## src/core/cfg_reg_pkg.sv

```systemverilog
// package: register indices, field layouts and reset values of the config register bank
// What this block does
// RULE1: watch line-size is a 16-bit read/write field
// RULE2: line-size resets to 0x40, sixty-four bytes
// RULE3: line-size sets monitored region spacing and alignment
// RULE4: firmware writes larger of line-size and chipset buffer
// RULE5: cycle counter is one 64-bit quadword register
// RULE6: counter reads return the present full count
// RULE7: legacy mode writes low half, clears high
// RULE8: extended mode writes all 64 counter bits
// RULE9: counter increments each cycle, wraps, resets zero
// RULE10: platform register exposes read-only 3-bit field
// RULE11: boot-processor flag set when chosen bootstrap
// RULE12: global enable flag mirrors controller enable state
// RULE13: 20-bit field holds controller window base address
package cfg_reg_pkg;
	localparam int          ADDR_W          = 32;
	localparam int          DATA_W          = 64;
	localparam int          LINE_W          = 16;
	localparam int          PLAT_W          = 3;
	localparam int          BASE_W          = 20;
	localparam int          HALF_W          = 32;

	localparam logic [31:0] IDX_MC_ADDR     = 32'h0000_0000;
	localparam logic [31:0] IDX_MC_TYPE     = 32'h0000_0001;
	localparam logic [31:0] IDX_LINE_SIZE   = 32'h0000_0006;
	localparam logic [31:0] IDX_CYCLE_CNT   = 32'h0000_0010;
	localparam logic [31:0] IDX_PLATFORM    = 32'h0000_0017;
	localparam logic [31:0] IDX_IRQ_BASE    = 32'h0000_001b;

	localparam logic [15:0] LINE_SIZE_RST   = 16'h0040;
	localparam int          PLAT_LSB        = 50;
	localparam int          BOOT_FLAG_BIT   = 8;
	localparam int          GEN_BIT         = 11;
	localparam int          BASE_LSB        = 12;
	localparam logic [19:0] IRQ_BASE_RST    = 20'h0_0000;

	// one access request from the instruction pipeline
	typedef struct packed {
		logic              rd;
		logic              wr;
		logic [ADDR_W-1:0] idx;
		logic [DATA_W-1:0] wdata;
	} cfg_req_s;

	// answer to the request, one cycle later
	typedef struct packed {
		logic              valid;
		logic              fault;
		logic [DATA_W-1:0] rdata;
	} cfg_rsp_s;
endpackage : cfg_reg_pkg

```

## src/core/cfg_reg_bank.sv

```systemverilog
// module: processor configuration register bank with watch and interrupt-controller outputs
module cfg_reg_bank
	import cfg_reg_pkg::*;
(
	// clock and reset
	input  wire logic              clk_sys_i,
	input  wire logic              rst_n_i,
	// register access from the instruction pipeline
	input  wire cfg_req_s          req_i,
	output cfg_rsp_s               rsp_o,
	// counter write mode: 1 full width, 0 low half written and high half cleared
	input  wire logic              ext_wr_mode_i,
	// fault capture from the machine-check logic
	input  wire logic              mc_log_i,
	input  wire logic [DATA_W-1:0] mc_addr_i,
	input  wire logic [DATA_W-1:0] mc_type_i,
	// platform and boot selection from pins
	input  wire logic [PLAT_W-1:0] platform_id_i,
	input  wire logic              boot_sel_i,
	// to the address-watch unit and interrupt controller
	output logic      [LINE_W-1:0] watch_line_size_o,
	output logic      [DATA_W-1:0] cycle_count_o,
	output logic                   irq_ctrl_enable_o,
	output logic      [BASE_W-1:0] irq_ctrl_base_o,
	output logic                   bootstrap_processor_flag_o
);
	// pin synchronisers
	logic [PLAT_W-1:0] plat_s1_q;
	logic [PLAT_W-1:0] plat_s1_d;
	logic [PLAT_W-1:0] plat_s2_q;
	logic [PLAT_W-1:0] plat_s2_d;
	logic              boot_s1_q;
	logic              boot_s1_d;
	logic              boot_s2_q;
	logic              boot_s2_d;

	always_comb
	begin
		plat_s1_d = platform_id_i;
		plat_s2_d = plat_s1_q;
		boot_s1_d = boot_sel_i;
		boot_s2_d = boot_s1_q;
	end

	always_ff @(posedge clk_sys_i or negedge rst_n_i)
	begin
		if (!rst_n_i)
		begin
			plat_s1_q <= '0;
			plat_s2_q <= '0;
			boot_s1_q <= 1'b0;
			boot_s2_q <= 1'b0;
		end
		else
		begin
			plat_s1_q <= plat_s1_d;
			plat_s2_q <= plat_s2_d;
			boot_s1_q <= boot_s1_d;
			boot_s2_q <= boot_s2_d;
		end
	end

	// register state
	logic [DATA_W-1:0] mc_addr_q;
	logic [DATA_W-1:0] mc_addr_d;
	logic [DATA_W-1:0] mc_type_q;
	logic [DATA_W-1:0] mc_type_d;
	logic [LINE_W-1:0] line_q;
	logic [LINE_W-1:0] line_d;
	logic              gen_q;
	logic              gen_d;
	logic [BASE_W-1:0] base_q;
	logic [BASE_W-1:0] base_d;
	logic              boot_flag_q;
	logic              boot_flag_d;
	logic [PLAT_W-1:0] plat_q;
	logic [PLAT_W-1:0] plat_d;
	cfg_rsp_s          rsp_q;
	cfg_rsp_s          rsp_d;
	logic [DATA_W-1:0] cnt;

	function automatic logic hit(input logic [ADDR_W-1:0] idx, input logic [31:0] reg_idx);
		hit = (idx == reg_idx);
	endfunction : hit

	// decoded write strobes
	logic              wr_cnt;
	logic              wr_line;
	logic              wr_base;
	logic              wr_known;

	assign wr_cnt   = req_i.wr && hit(req_i.idx, IDX_CYCLE_CNT);
	assign wr_line  = req_i.wr && hit(req_i.idx, IDX_LINE_SIZE);
	assign wr_base  = req_i.wr && hit(req_i.idx, IDX_IRQ_BASE);
	assign wr_known = wr_cnt || wr_line || wr_base;

	// base register word as software reads it, reserved bits zero
	function automatic logic [DATA_W-1:0] irq_word(input logic boot, input logic en,
		input logic [BASE_W-1:0] base);
		irq_word                     = '0;
		irq_word[BOOT_FLAG_BIT]      = boot; // RULE11
		irq_word[GEN_BIT]            = en; // RULE12
		irq_word[BASE_LSB +: BASE_W] = base; // RULE13
	endfunction : irq_word

	cycle_counter u_cnt (
		.clk_sys_i  (clk_sys_i),
		.rst_n_i    (rst_n_i),
		.wr_i       (wr_cnt),
		.ext_mode_i (ext_wr_mode_i),
		.wdata_i    (req_i.wdata),
		.count_o    (cnt)
	); // RULE5

	// machine-check capture
	always_comb
	begin
		mc_addr_d = mc_addr_q;
		mc_type_d = mc_type_q;
		if (mc_log_i)
		begin
			mc_addr_d = mc_addr_i;
			mc_type_d = mc_type_i;
		end
	end

	always_ff @(posedge clk_sys_i or negedge rst_n_i)
	begin
		if (!rst_n_i)
		begin
			mc_addr_q <= '0;
			mc_type_q <= '0;
		end
		else
		begin
			mc_addr_q <= mc_addr_d;
			mc_type_q <= mc_type_d;
		end
	end

	// watch line and interrupt-controller state
	always_comb
	begin
		line_d      = line_q;
		gen_d       = gen_q;
		base_d      = base_q;
		boot_flag_d = boot_s2_q; // RULE11
		plat_d      = plat_s2_q; // RULE10
		if (wr_line)
			line_d = req_i.wdata[LINE_W-1:0]; // RULE1
		if (wr_base)
		begin
			gen_d  = req_i.wdata[GEN_BIT]; // RULE12
			base_d = req_i.wdata[BASE_LSB +: BASE_W]; // RULE13
		end
	end

	// read answer, one cycle after the request
	always_comb
	begin
		rsp_d       = '0;
		rsp_d.valid = req_i.rd || req_i.wr;
		if (req_i.rd)
		begin
			if (hit(req_i.idx, IDX_MC_ADDR))
				rsp_d.rdata = mc_addr_q;
			else if (hit(req_i.idx, IDX_MC_TYPE))
				rsp_d.rdata = mc_type_q;
			else if (hit(req_i.idx, IDX_LINE_SIZE))
				rsp_d.rdata[LINE_W-1:0] = line_q; // RULE1
			else if (hit(req_i.idx, IDX_CYCLE_CNT))
				rsp_d.rdata = cnt; // RULE6
			else if (hit(req_i.idx, IDX_PLATFORM))
				rsp_d.rdata[PLAT_LSB +: PLAT_W] = plat_q; // RULE10
			else if (hit(req_i.idx, IDX_IRQ_BASE))
				rsp_d.rdata = irq_word(boot_flag_q, gen_q, base_q); // RULE11 RULE12 RULE13
			else
				rsp_d.fault = 1'b1;
		end
		else if (req_i.wr)
		begin
			rsp_d.fault = !wr_known;
		end
	end

	// answer register
	always_ff @(posedge clk_sys_i or negedge rst_n_i)
	begin
		if (!rst_n_i)
			rsp_q <= '0;
		else
			rsp_q <= rsp_d;
	end

	always_ff @(posedge clk_sys_i or negedge rst_n_i)
	begin
		if (!rst_n_i)
		begin
			line_q    <= LINE_SIZE_RST; // RULE2
			gen_q     <= 1'b0;
			base_q    <= IRQ_BASE_RST;
			boot_flag_q <= 1'b0;
			plat_q    <= '0;
		end
		else
		begin
			line_q    <= line_d;
			gen_q     <= gen_d;
			base_q    <= base_d;
			boot_flag_q <= boot_flag_d;
			plat_q    <= plat_d;
		end
	end

	// register outputs
	assign rsp_o                      = rsp_q;
	assign watch_line_size_o          = line_q; // RULE3
	assign cycle_count_o              = cnt;
	assign irq_ctrl_enable_o          = gen_q;
	assign irq_ctrl_base_o            = base_q;
	assign bootstrap_processor_flag_o = boot_flag_q;
endmodule : cfg_reg_bank

```

## src/core/cycle_counter.sv

```systemverilog
// module: free-running 64-bit cycle counter with legacy and extended write modes
module cycle_counter
	import cfg_reg_pkg::*;
(
	// clock and reset
	input  wire logic              clk_sys_i,
	input  wire logic              rst_n_i,
	// write access
	input  wire logic              wr_i,
	input  wire logic              ext_mode_i,
	input  wire logic [DATA_W-1:0] wdata_i,
	// count
	output logic      [DATA_W-1:0] count_o
);
	logic [DATA_W-1:0] count_q;
	logic [DATA_W-1:0] count_d;

	always_comb
	begin
		count_d = count_q + 64'h0000_0000_0000_0001; // RULE9
		if (wr_i)
		begin
			if (ext_mode_i)
				count_d = wdata_i; // RULE8
			else
				count_d = {{HALF_W{1'b0}}, wdata_i[HALF_W-1:0]}; // RULE7
		end
	end

	always_ff @(posedge clk_sys_i or negedge rst_n_i)
	begin
		if (!rst_n_i)
			count_q <= '0; // RULE9
		else
			count_q <= count_d;
	end

	assign count_o = count_q;
endmodule : cycle_counter

```

## config.mk

```make
export PLATFORM = sky130hd
export DESIGN_NAME = cfg_reg_bank
export DESIGN_NICKNAME = d
export VERILOG_FILES = /design/src/core/cfg_reg_pkg.sv /design/src/core/cfg_reg_bank.sv /design/src/core/cycle_counter.sv
export SDC_FILE = /design/constraint.sdc
export NUM_CORES = 1
export LEC_CHECK = 0
export ABC_AREA = 1
export ABC_CLOCK_PERIOD_IN_PS = 4300
export BUFFER_PORTS_ARGS = -buffer_cell sky130_fd_sc_hd__buf_2
export CELL_PAD_IN_SITES_DETAIL_PLACEMENT = 2
export CELL_PAD_IN_SITES_GLOBAL_PLACEMENT = 2
export CORE_MARGIN = 2
export CORE_UTILIZATION = 33
export CTS_CLUSTER_DIAMETER = 200
export DETAILED_ROUTE_END_ITERATION = 12
export GPL_TIMING_DRIVEN = 0
export PLACE_DENSITY_LB_ADDON = 0.2
export SYNTH_ARGS = -nofsm -noshare
export SYNTH_HDL_FRONTEND = slang
export SYNTH_SLANG_ARGS = --single-unit
```

## constraint.sdc

```tcl
create_clock -name clk_sys_i -period 4.3 [get_ports clk_sys_i]
set_clock_uncertainty 0.05 [all_clocks]
set_input_delay 1.29 -clock clk_sys_i [delete_from_list [all_inputs] [get_ports clk_sys_i]]
set_output_delay 1.29 -clock clk_sys_i [all_outputs]
set_load 0.1 [all_outputs]
```

# After elaboration in Yosys (flattened, before gate mapping)
# Cells that the tools add are included.
dict set report classes {
  n_addsub 1
  n_mux 24
  n_reduce_logical 8
  n_eq_ne 5
}
# op count
set ops {}
lappend ops {{64-bit two-way mux} 12}
lappend ops {{32-bit by 5-bit equality test with 1-bit output, second input constant} 3}
lappend ops {{64-bit by 1-bit adder with 64-bit output, second input constant} 1}
lappend ops {{50-bit two-way mux} 1}
lappend ops {{49-bit two-way mux} 1}
lappend ops {{32-bit by 1-bit equality test with 1-bit output, second input constant} 1}
lappend ops {{32-bit by 3-bit equality test with 1-bit output, second input constant} 1}
lappend ops {{32-bit logical NOT} 1}
lappend ops {{32-bit two-way mux} 1}
lappend ops {{16-bit two-way mux} 1}
lappend ops {{12-bit two-way mux} 1}
lappend ops {{1-bit two-way mux} 6}
lappend ops {{1-bit logical AND} 3}
lappend ops {{1-bit logical OR} 3}
lappend ops {{3-bit two-way mux} 1}
lappend ops {{1-bit logical NOT} 1}
dict set report word_totals {
  reg_bits 307
}

# Depth between registers and ports, before layout
# Gate-level depths: netlist of the first run.
dict set report depth {
  ltp_word 14
  ltp_mapped 13
  ltp_nobuf 13
}

# Hierarchy
# Synthesis of the first run repeated with hierarchy kept, for this count alone.
dict set report hier_totals {
  hier_cells 1773
  area_unflattened_um2 14963.1
}
# module instances area_per_inst_um2 cells_per_inst seq_area_each_um2
set modules_own_cells {}
lappend modules_own_cells {cfg_reg_bank 1 10592.7 1106 6082.1}
lappend modules_own_cells {cycle_counter 1 4370.4 667 1601.5}

# Worst setup path after synthesis of the first run
# Ideal clock, no wire load.
dict set report synth_timing {
  kind {input-to-reg}
  start {in req_i[95] (netlist name)}
  end {reg base_q[5] (netlist: irq_ctrl_base_o[5])}
  slack_ps 1579
  stages 10
  t_arrival_ps 2545
  path_cell_list {nor2_1 -> nand2_1 -> nor2_1 -> nand2_1 -> clkinv_1 -> nand2_4 -> inv_4 -> nand2_2 -> buf_4 -> mux2_4}
}
dict set report synth_between {
  elab_chain_len 2
}
# item line_no
set synth_rtl {}
lappend synth_rtl {{from (decl)} cfg_reg_bank.sv:9} ;# input wire cfg_req_s req_i,
lappend synth_rtl {{32-bit by 5-bit equality test with 1-bit output} cfg_reg_bank.sv:83} ;# hit = (idx == reg_idx);
lappend synth_rtl {{1-bit logical AND} cfg_reg_bank.sv:94} ;# assign wr_base = req_i.wr && hit(req_i.idx, IDX_IRQ_BASE);
lappend synth_rtl {{to (signal assigned)} cfg_reg_bank.sv:209} ;# base_q <= base_d;
lappend synth_rtl {{to (decl)} cfg_reg_bank.sv:72} ;# logic [BASE_W-1:0] base_q;
# Every way passes these cells.
# A chain may end at the register's enable or synchronous reset.

==> results.yml, run 1 <==
logic_synthesis:
  syn_avg_cell_area_sq_um: 8.79
  ys_ff_latch: 307
  synth_area_sq_um: 14600
  synth_cell_types: 34
  syn-instance-count: 1657
  seq_area_frac_synth_pct: 52.7
  synth_nets: 1892
  yosys_warnings: 0
clock_network:
  cts.sinks: 307
  ctsResizeCount: 0
  numCtsBuffers: 38
  tritoncts: "built"
  clkTransAtPathRegs_ns: 0.06
  clockRootBuffer: "clkbuf_16"
  holdBufCountCts: 0
  post_cts_buffers: 0
  clk_path_buf_depth: 3
  htreeDepth: 2
  clock_latency_ns: 0.58
global_routing:
  grt_max_degree: 117
  grt_pass1_vias: 15800
  grt_pass1_wl_microns: 105000
  antenna_found_initial: 6
  groute.usage.overall_pct: 30.7
  grt_overflow: 0
sta:
  tightest_slew_ns: 0.954
  rsz0062_at_grt: "false"
  post-route-period-util_pct: 79.8
  hold_viol_final: 0
  period_minus_slack_ns: 3.43
  relSlewSlack_pct: 35.7
  setup_tns_ns: 0
  fmax_mhz: 292
  finalSetupViolCount: 0
  slew_viol_final: 0
die:
  dieArea_sq_um: 45800
  ioPinCount: 402
  die_w_microns: 214
  rows: 76
  core_area_sq_um: 43400
  dieHeight_microns: 214
  start_util_pct: 33.6
setup_path:
  end_kind: "flop"
  worstPathArrival_ns: 3.79
  cp_cell_sequence: "buf_2 -> nor2_1 -> nand2_1 -> nor2_2 -> nand2_1 -> nor2_4 -> nand2_2 -> buf_2 -> clkbuf_1 -> o21ai_0 -> a21oi_1"
  crit_path_top_delay_cell: "o21ai_0"
  cpPeakStageDelay_ns: 0.80
  cp-start-kind: "input pin"
  crit_type: "input pin to flop"
  cp.required_ns: 4.66
  cp_max_fo: 10
power_and_ir_drop:
  ir_drop_uv: 213
  powerDensity_nw_per_um2: 365
  power_w: 0.00681
  power_leakage_nw: 9.05
cells_and_area:
  nets: 2334
  utilization_pct: 43.0
  fill_cells: 4920
  final_cells: 2720
  syn_to_final_growth_pct: 27.9
  drive_above_1_share_pct: 28.9
detailed_routing:
  drt_iter0_drc: 851
  wl_per_cell_microns: 25.8
  drc: 0
  num_vias: 14000
  wl_met3_microns: 2870
  wl_met1_microns: 30900
  wl_met2_microns: 35000
  drt-vias-per-instance: 5.15
  first_pass_iters: 5
  ant_nets: 0
  maxUsedRoutingLayer: "met4"
  routed_wl_microns: 70200
run:
  drv_cap: 0
run_status:
  outcome: "finished clean"
placement:
  hpwl_microns: 54800
  port_buffers: 400
  gp_congestion: 0.947
  placed_cells: 2644
min_path:
  hp-class: "flop to flop"
-- worst max-delay path: cells and delay by family --
family,cells,cell delay [ns]
buffers and inverters,3,0.61
and+or+nand+nor,6,0.86
AOI/OAI and AO/OA,2,1.01
-- cells by family (layout without fill, tap and decap cells) --
logic type | Yosys count | after routing | synth area share (%)
DFF | 307 | 307 | 52.7
xor gates and xnor gates | 55 | 55 | 3.31
other | 0 | 6 | 0
and+or+nand+nor | 690 | 690 | 19.7
adders and majority gates | 1 | 1 | 0.0859
AOI/OAI and AO/OA | 281 | 281 | 10.1
buffers and inverters | 219 | 691 | 6.03
muxes | 104 | 104 | 8.09
-- registers in the layout (all words and copies together) (netlist names) --
| register | count |
|---|---|
| boot_s1_q | 1 |
| mc_addr_q | 64 |
| rsp_o | 66 |
| u_cnt.count_o | 64 |
| bootstrap_processor_flag_o | 1 |
| mc_type_q | 64 |
| plat_q | 3 |
| plat_d | 3 |
| boot_flag_d | 1 |
| irq_ctrl_base_o | 20 |
| plat_s1_q | 3 |
| watch_line_size_o | 16 |
| irq_ctrl_enable_o | 1 |
-- stage by stage --
step	setup slack [ns]	hold WS, ns	area (sq um)
after floorplan	1.58	0.281	14600
after global placement	-4.13	0.282	17300
after detailed placement	0.325	0.286	17400
after CTS	0.929	0.299	18600
after global routing	0.713	0.310	18600
final	0.870	0.296	18600
-- worst paths after layout --
kind,endpoint,start,slack [ns],cells after the start
max,rsp_o[30],req_i[79],0.87,11
min,bootstrap_processor_flag_o,boot_flag_d,0.30,0
min in group asynchronous,mc_addr_q[10],rst_n_i,0.69,1
max reg2reg,u_cnt.count_o[54],u_cnt.count_o[0],1.39,11
max in group asynchronous,rsp_o[44],rst_n_i,2.00,3
min reg2reg,bootstrap_processor_flag_o,boot_flag_d,0.30,0
-- metal layers --
metal / up-vias / GRT usage (%)
met5: - / 0
met3: 84 / 5.13
met4: 0 / 8.01
met1: 7292 / 40.2
li1: 6291 / -
met2: 338 / 52.6
-- cells in the mapped netlist --
master / count / area share (%)
nand2_1: 401 / 10
dfrtp_1: 306 / 53
o21ai_0: 203 / 7.0
inv_1: 140 / 3.6
nor2_1: 138 / 3.6
mux2_2: 102 / 7.9
nand3_1: 84 / 2.9
clkbuf_1: 48 / 1.2
xor2_1: 45 / 2.7
a31oi_1: 42 / 1.8
nor3_1: 36 / 1.2
a21oi_1: 27 / 0.93
buf_2: 22 / 0.76
nand4_1: 10 / 0.43
xnor2_1: 10 / 0.60
nand2_2: 7 / 0.30
o22ai_1: 6 / 0.26
buf_4: 5 / 0.26
nor2_2: 3 / 0.13
nor2_4: 3 / 0.23
o21ai_1: 3 / 0.10
mux2_4: 2 / 0.21
nand3b_1: 2 / 0.10
nor3_2: 2 / 0.14
and2_1: 1 / 0.043
buf_6: 1 / 0.077
clkinv_1: 1 / 0.026
dfstp_2: 1 / 0.18
ha_1: 1 / 0.086
inv_2: 1 / 0.026
inv_4: 1 / 0.043
nand2_4: 1 / 0.077
nor2_8: 1 / 0.14
nor4_2: 1 / 0.086
-- placed cells by master, fill, tap and decap left out, drive strengths merged, types with 2 or more instances in the layout --
cell type	instances
a21oi	27
a31oi	42
buf	430
clkbuf	107
clkinv	9
dfrtp	306
diode	6
inv	144
mux2	104
nand2	409
nand3	84
nand3b	2
nand4	10
nor2	145
nor3	38
o21ai	206
o22ai	6
xnor2	10
xor2	45
-- where the power goes --
group / internal (W) / total, W / switching (W)
clock network: 0.00191 / 0.00328 / 0.00136
logic: 0.000194 / 0.000452 / 0.000259
registers: 0.00301 / 0.00308 / 0.0000652
-- cell type report --
class / instances / area, sq um / area share, %
inverters: 143 / 539 / 2.89
flip-flops and latches: 307 / 7680 / 41.2
well taps: 585 / 732 / 3.93
plain buffers: 76 / 339 / 1.82
diodes: 6 / 15.0 / 0.0806
clock inverters: 11 / 103 / 0.551
multi-input cells: 1131 / 6010 / 32.2
clock buffers: 59 / 1150 / 6.18
repair buffers: 402 / 2070 / 11.1
Power figures use the tool's default switching activity.
==> run 2, diff against run 1 <==
Settings changed: ABC_AREA 1 to 0, ABC_CLOCK_PERIOD_IN_PS 4300 to 3000, CORE_UTILIZATION 33 to 30.
Clock period 4.3 ns to 3 ns, I/O delays scaled along.
==> results.yml, run 2 <==
detailed_routing:
  wl_per_cell_microns: 25.0
  routed_wl_microns: 56400
  num_vias: 11500
  drc: 0
  drt-vias-per-instance: 5.11
  drt_iter0_drc: 493
  first_pass_iters: 4
  ant_nets: 0
setup_path:
  rrSetupSlack_ns: 0.19
  ff2ff_path_depth: 7
  crit_type: "input pin to flop"
  cp.required_ns: 3.39
  end_kind: "flop"
  rr_startpoint: "u_cnt.count_o[8]"
  cp-start-kind: "input pin"
  r2r-end: "u_cnt.count_o[59]"
  cp_max_fo: 10
  worstPathArrival_ns: 3.30
logic_synthesis:
  synth_edf_count: 0
  synth_ff_type: "dfrtp_1"
  synth_top_family_by_area: "multiplexers"
  synth-simple-area-share_pct: 10.6
  synth-adder-area-share_pct: 0.0903
  synth.most_common_cell: "dfrtp_1"
  ys_ff_latch: 307
  netlist_top_cells_count: "dfrtp_1 (306), mux2_2 (130), a21oi_1 (107)"
  synth_xor_area_share_pct: 3.98
  syn_avg_cell_area_sq_um: 11.8
  synth_nets: 1410
  netlist.area_leader.share_pct: 55.2
  synth-compound-area-share_pct: 13.2
  synth-async-reset-ratio_pct: 100
  synth_cell_types: 48
  yosys_warnings: 0
  yosys.area.top_type: "dfrtp_1"
  synthMuxAreaShare_pct: 13.5
  syn-instance-count: 1175
  seq_area_frac_synth_pct: 55.4
  synth_area_leaders: "dfrtp_1 (55%), mux2_2 (11%), a22oi_1 (4.1%), a21oi_1 (3.9%), mux2_1 (2.9%)"
  synth_area_sq_um: 13900
run_status:
  outcome: "finished clean"
die:
  rows: 78
  start_util_pct: 30.5
  dieHeight_microns: 219
  dieArea_sq_um: 47900
  die_w_microns: 219
  core_area_sq_um: 45500
  ioPinCount: 402
clock_network:
  clockRootBuffer: "clkbuf_16"
  cts.sinks: 307
  numCtsBuffers: 40
  htreeDepth: 2
  tritoncts: "built"
  holdBufCountCts: 0
  clkTransAtPathRegs_ns: 0.06
  clock_latency_ns: 0.57
  clk_path_buf_depth: 3
placement:
  gp_congestion: 0.781
  dp_worst_setup_slack_ns: -0.850
  port_buffers: 397
  hpwl_microns: 41700
  placed_cells: 2174
  placed_area_sq_um: 16700
cells_and_area:
  final_common_cell: "buf_2"
  final_cells: 2260
  final_cell_mix: "buf_2 (414), dfrtp_1 (306), mux2_2 (130)"
  largest_reg_flops: 66
  drive_above_1_share_pct: 39.9
  nets: 1856
  final_cell_area_sq_um: 18200
  syn_to_final_growth_pct: 31.2
sta:
  setup_ws_ns: 0.0866
  tightest_slew_ns: 1.01
  period_minus_slack_ns: 2.91
  relSlewSlack_pct: 33.0
  fmax_mhz: 343
  slew_viol_final: 0
  hold_viol_final: 0
  post-route-period-util_pct: 97.1
  setup_tns_ns: 0
  rsz0062_at_grt: "false"
  finalSetupViolCount: 0
min_path:
  hold_path_end: "boot_flag_d"
  holdPathStages: 0
  hp-class: "flop to flop"
  min_from: "boot_s1_q"
power_and_ir_drop:
  powerDensity_nw_per_um2: 565
  ir_drop_uv: 351
  power_leakage_nw: 8.47
global_routing:
  groute.usage.overall_pct: 23.6
  use_met1_pct: 29.8
  grt_overflow: 0
  grt-busiest-layer: "met2"
  grt.met2_usage_pct: 38.9
  met3_usage_pct: 6.40
  grt_pass1_vias: 13100
  grt_pass1_wl_microns: 83900
  grt_max_degree: 114
  antenna_found_initial: 18
run:
  drv_cap: 0
==> run 2: cell families after synthesis <==
group	count (synthesis)
buf+inv	96
xor+xnor	63
compound gates	278
flops	307
mux	166
simple gates	264
fa+ha+maj	1
==> run 2: layout make-up <==
type | instances | area, sq um
Inverter | 12 | 45.0
Timing Repair Buffer | 404 | 2100
Clock inverter | 14 | 209
Tap cell | 600 | 751
Fill cell | 4872 | 27300
Sequential cell | 307 | 7680
Clock buffer | 60 | 1230
Buffer | 84 | 420
Antenna cell | 7 | 17.5
Multi-Input combinational cell | 772 | 5730
==> run 2: worst max-delay path, stage by stage <==
cell and delay (ns):
buf_2 0.11, or3_1 0.52, nor3_4 0.35, nor3b_2 0.38
and3_1 0.21, buf_4 0.20, buf_4 0.26, mux2_1 0.36
==> run 2: worst max path at each step <==
stage	from	end	depth (start not counted)
3_5_place_dp	req_i[69]	rsp_o[58]	8
2_1_floorplan	req_i[69]	watch_line_size_o[10]	7
3_3_place_gp	rst_n_i	rsp_o[54]	1
5_1_grt	req_i[69]	rsp_o[17]	9
6_report	req_i[69]	watch_line_size_o[12]	8
4_1_cts	u_cnt.count_o[0]	u_cnt.count_o[62]	8
==> run 2: per-stage QoR <==
stage	hold WS (ns)	total power [W]	util [%]
CTS	0.296	0.0104	39.9
global placement	0.284	0.00511	36.5
finish	0.290	0.0103	40.0
global route	0.309	0.0107	40.0
floorplan	0.281	0.00476	-
detailed placement	0.288	0.00515	36.6
==> run 2: layer usage <==
metal	part of all wire, %	vias up
li1	-	5150
met1	42	5975
met2	48	299
met3	6.5	102
met4	3.0	22
met5	0.28	-
==> run 2: report_power, final <==
group	switching [W]	internal (W)	total, W
clock	0.00195	0.00326	0.00521
sequential	0.0000993	0.00433	0.00443
combinational	0.000335	0.000306	0.000641
==> run 2: timing repair <==
action                                  in CTS  in global routing
endpoints found under the setup margin     105                 31
pin swaps                                    1                  2
buffers inserted                             3                  2
gates resized for setup                      5                  6
hold endpoints to repair                     0                  0
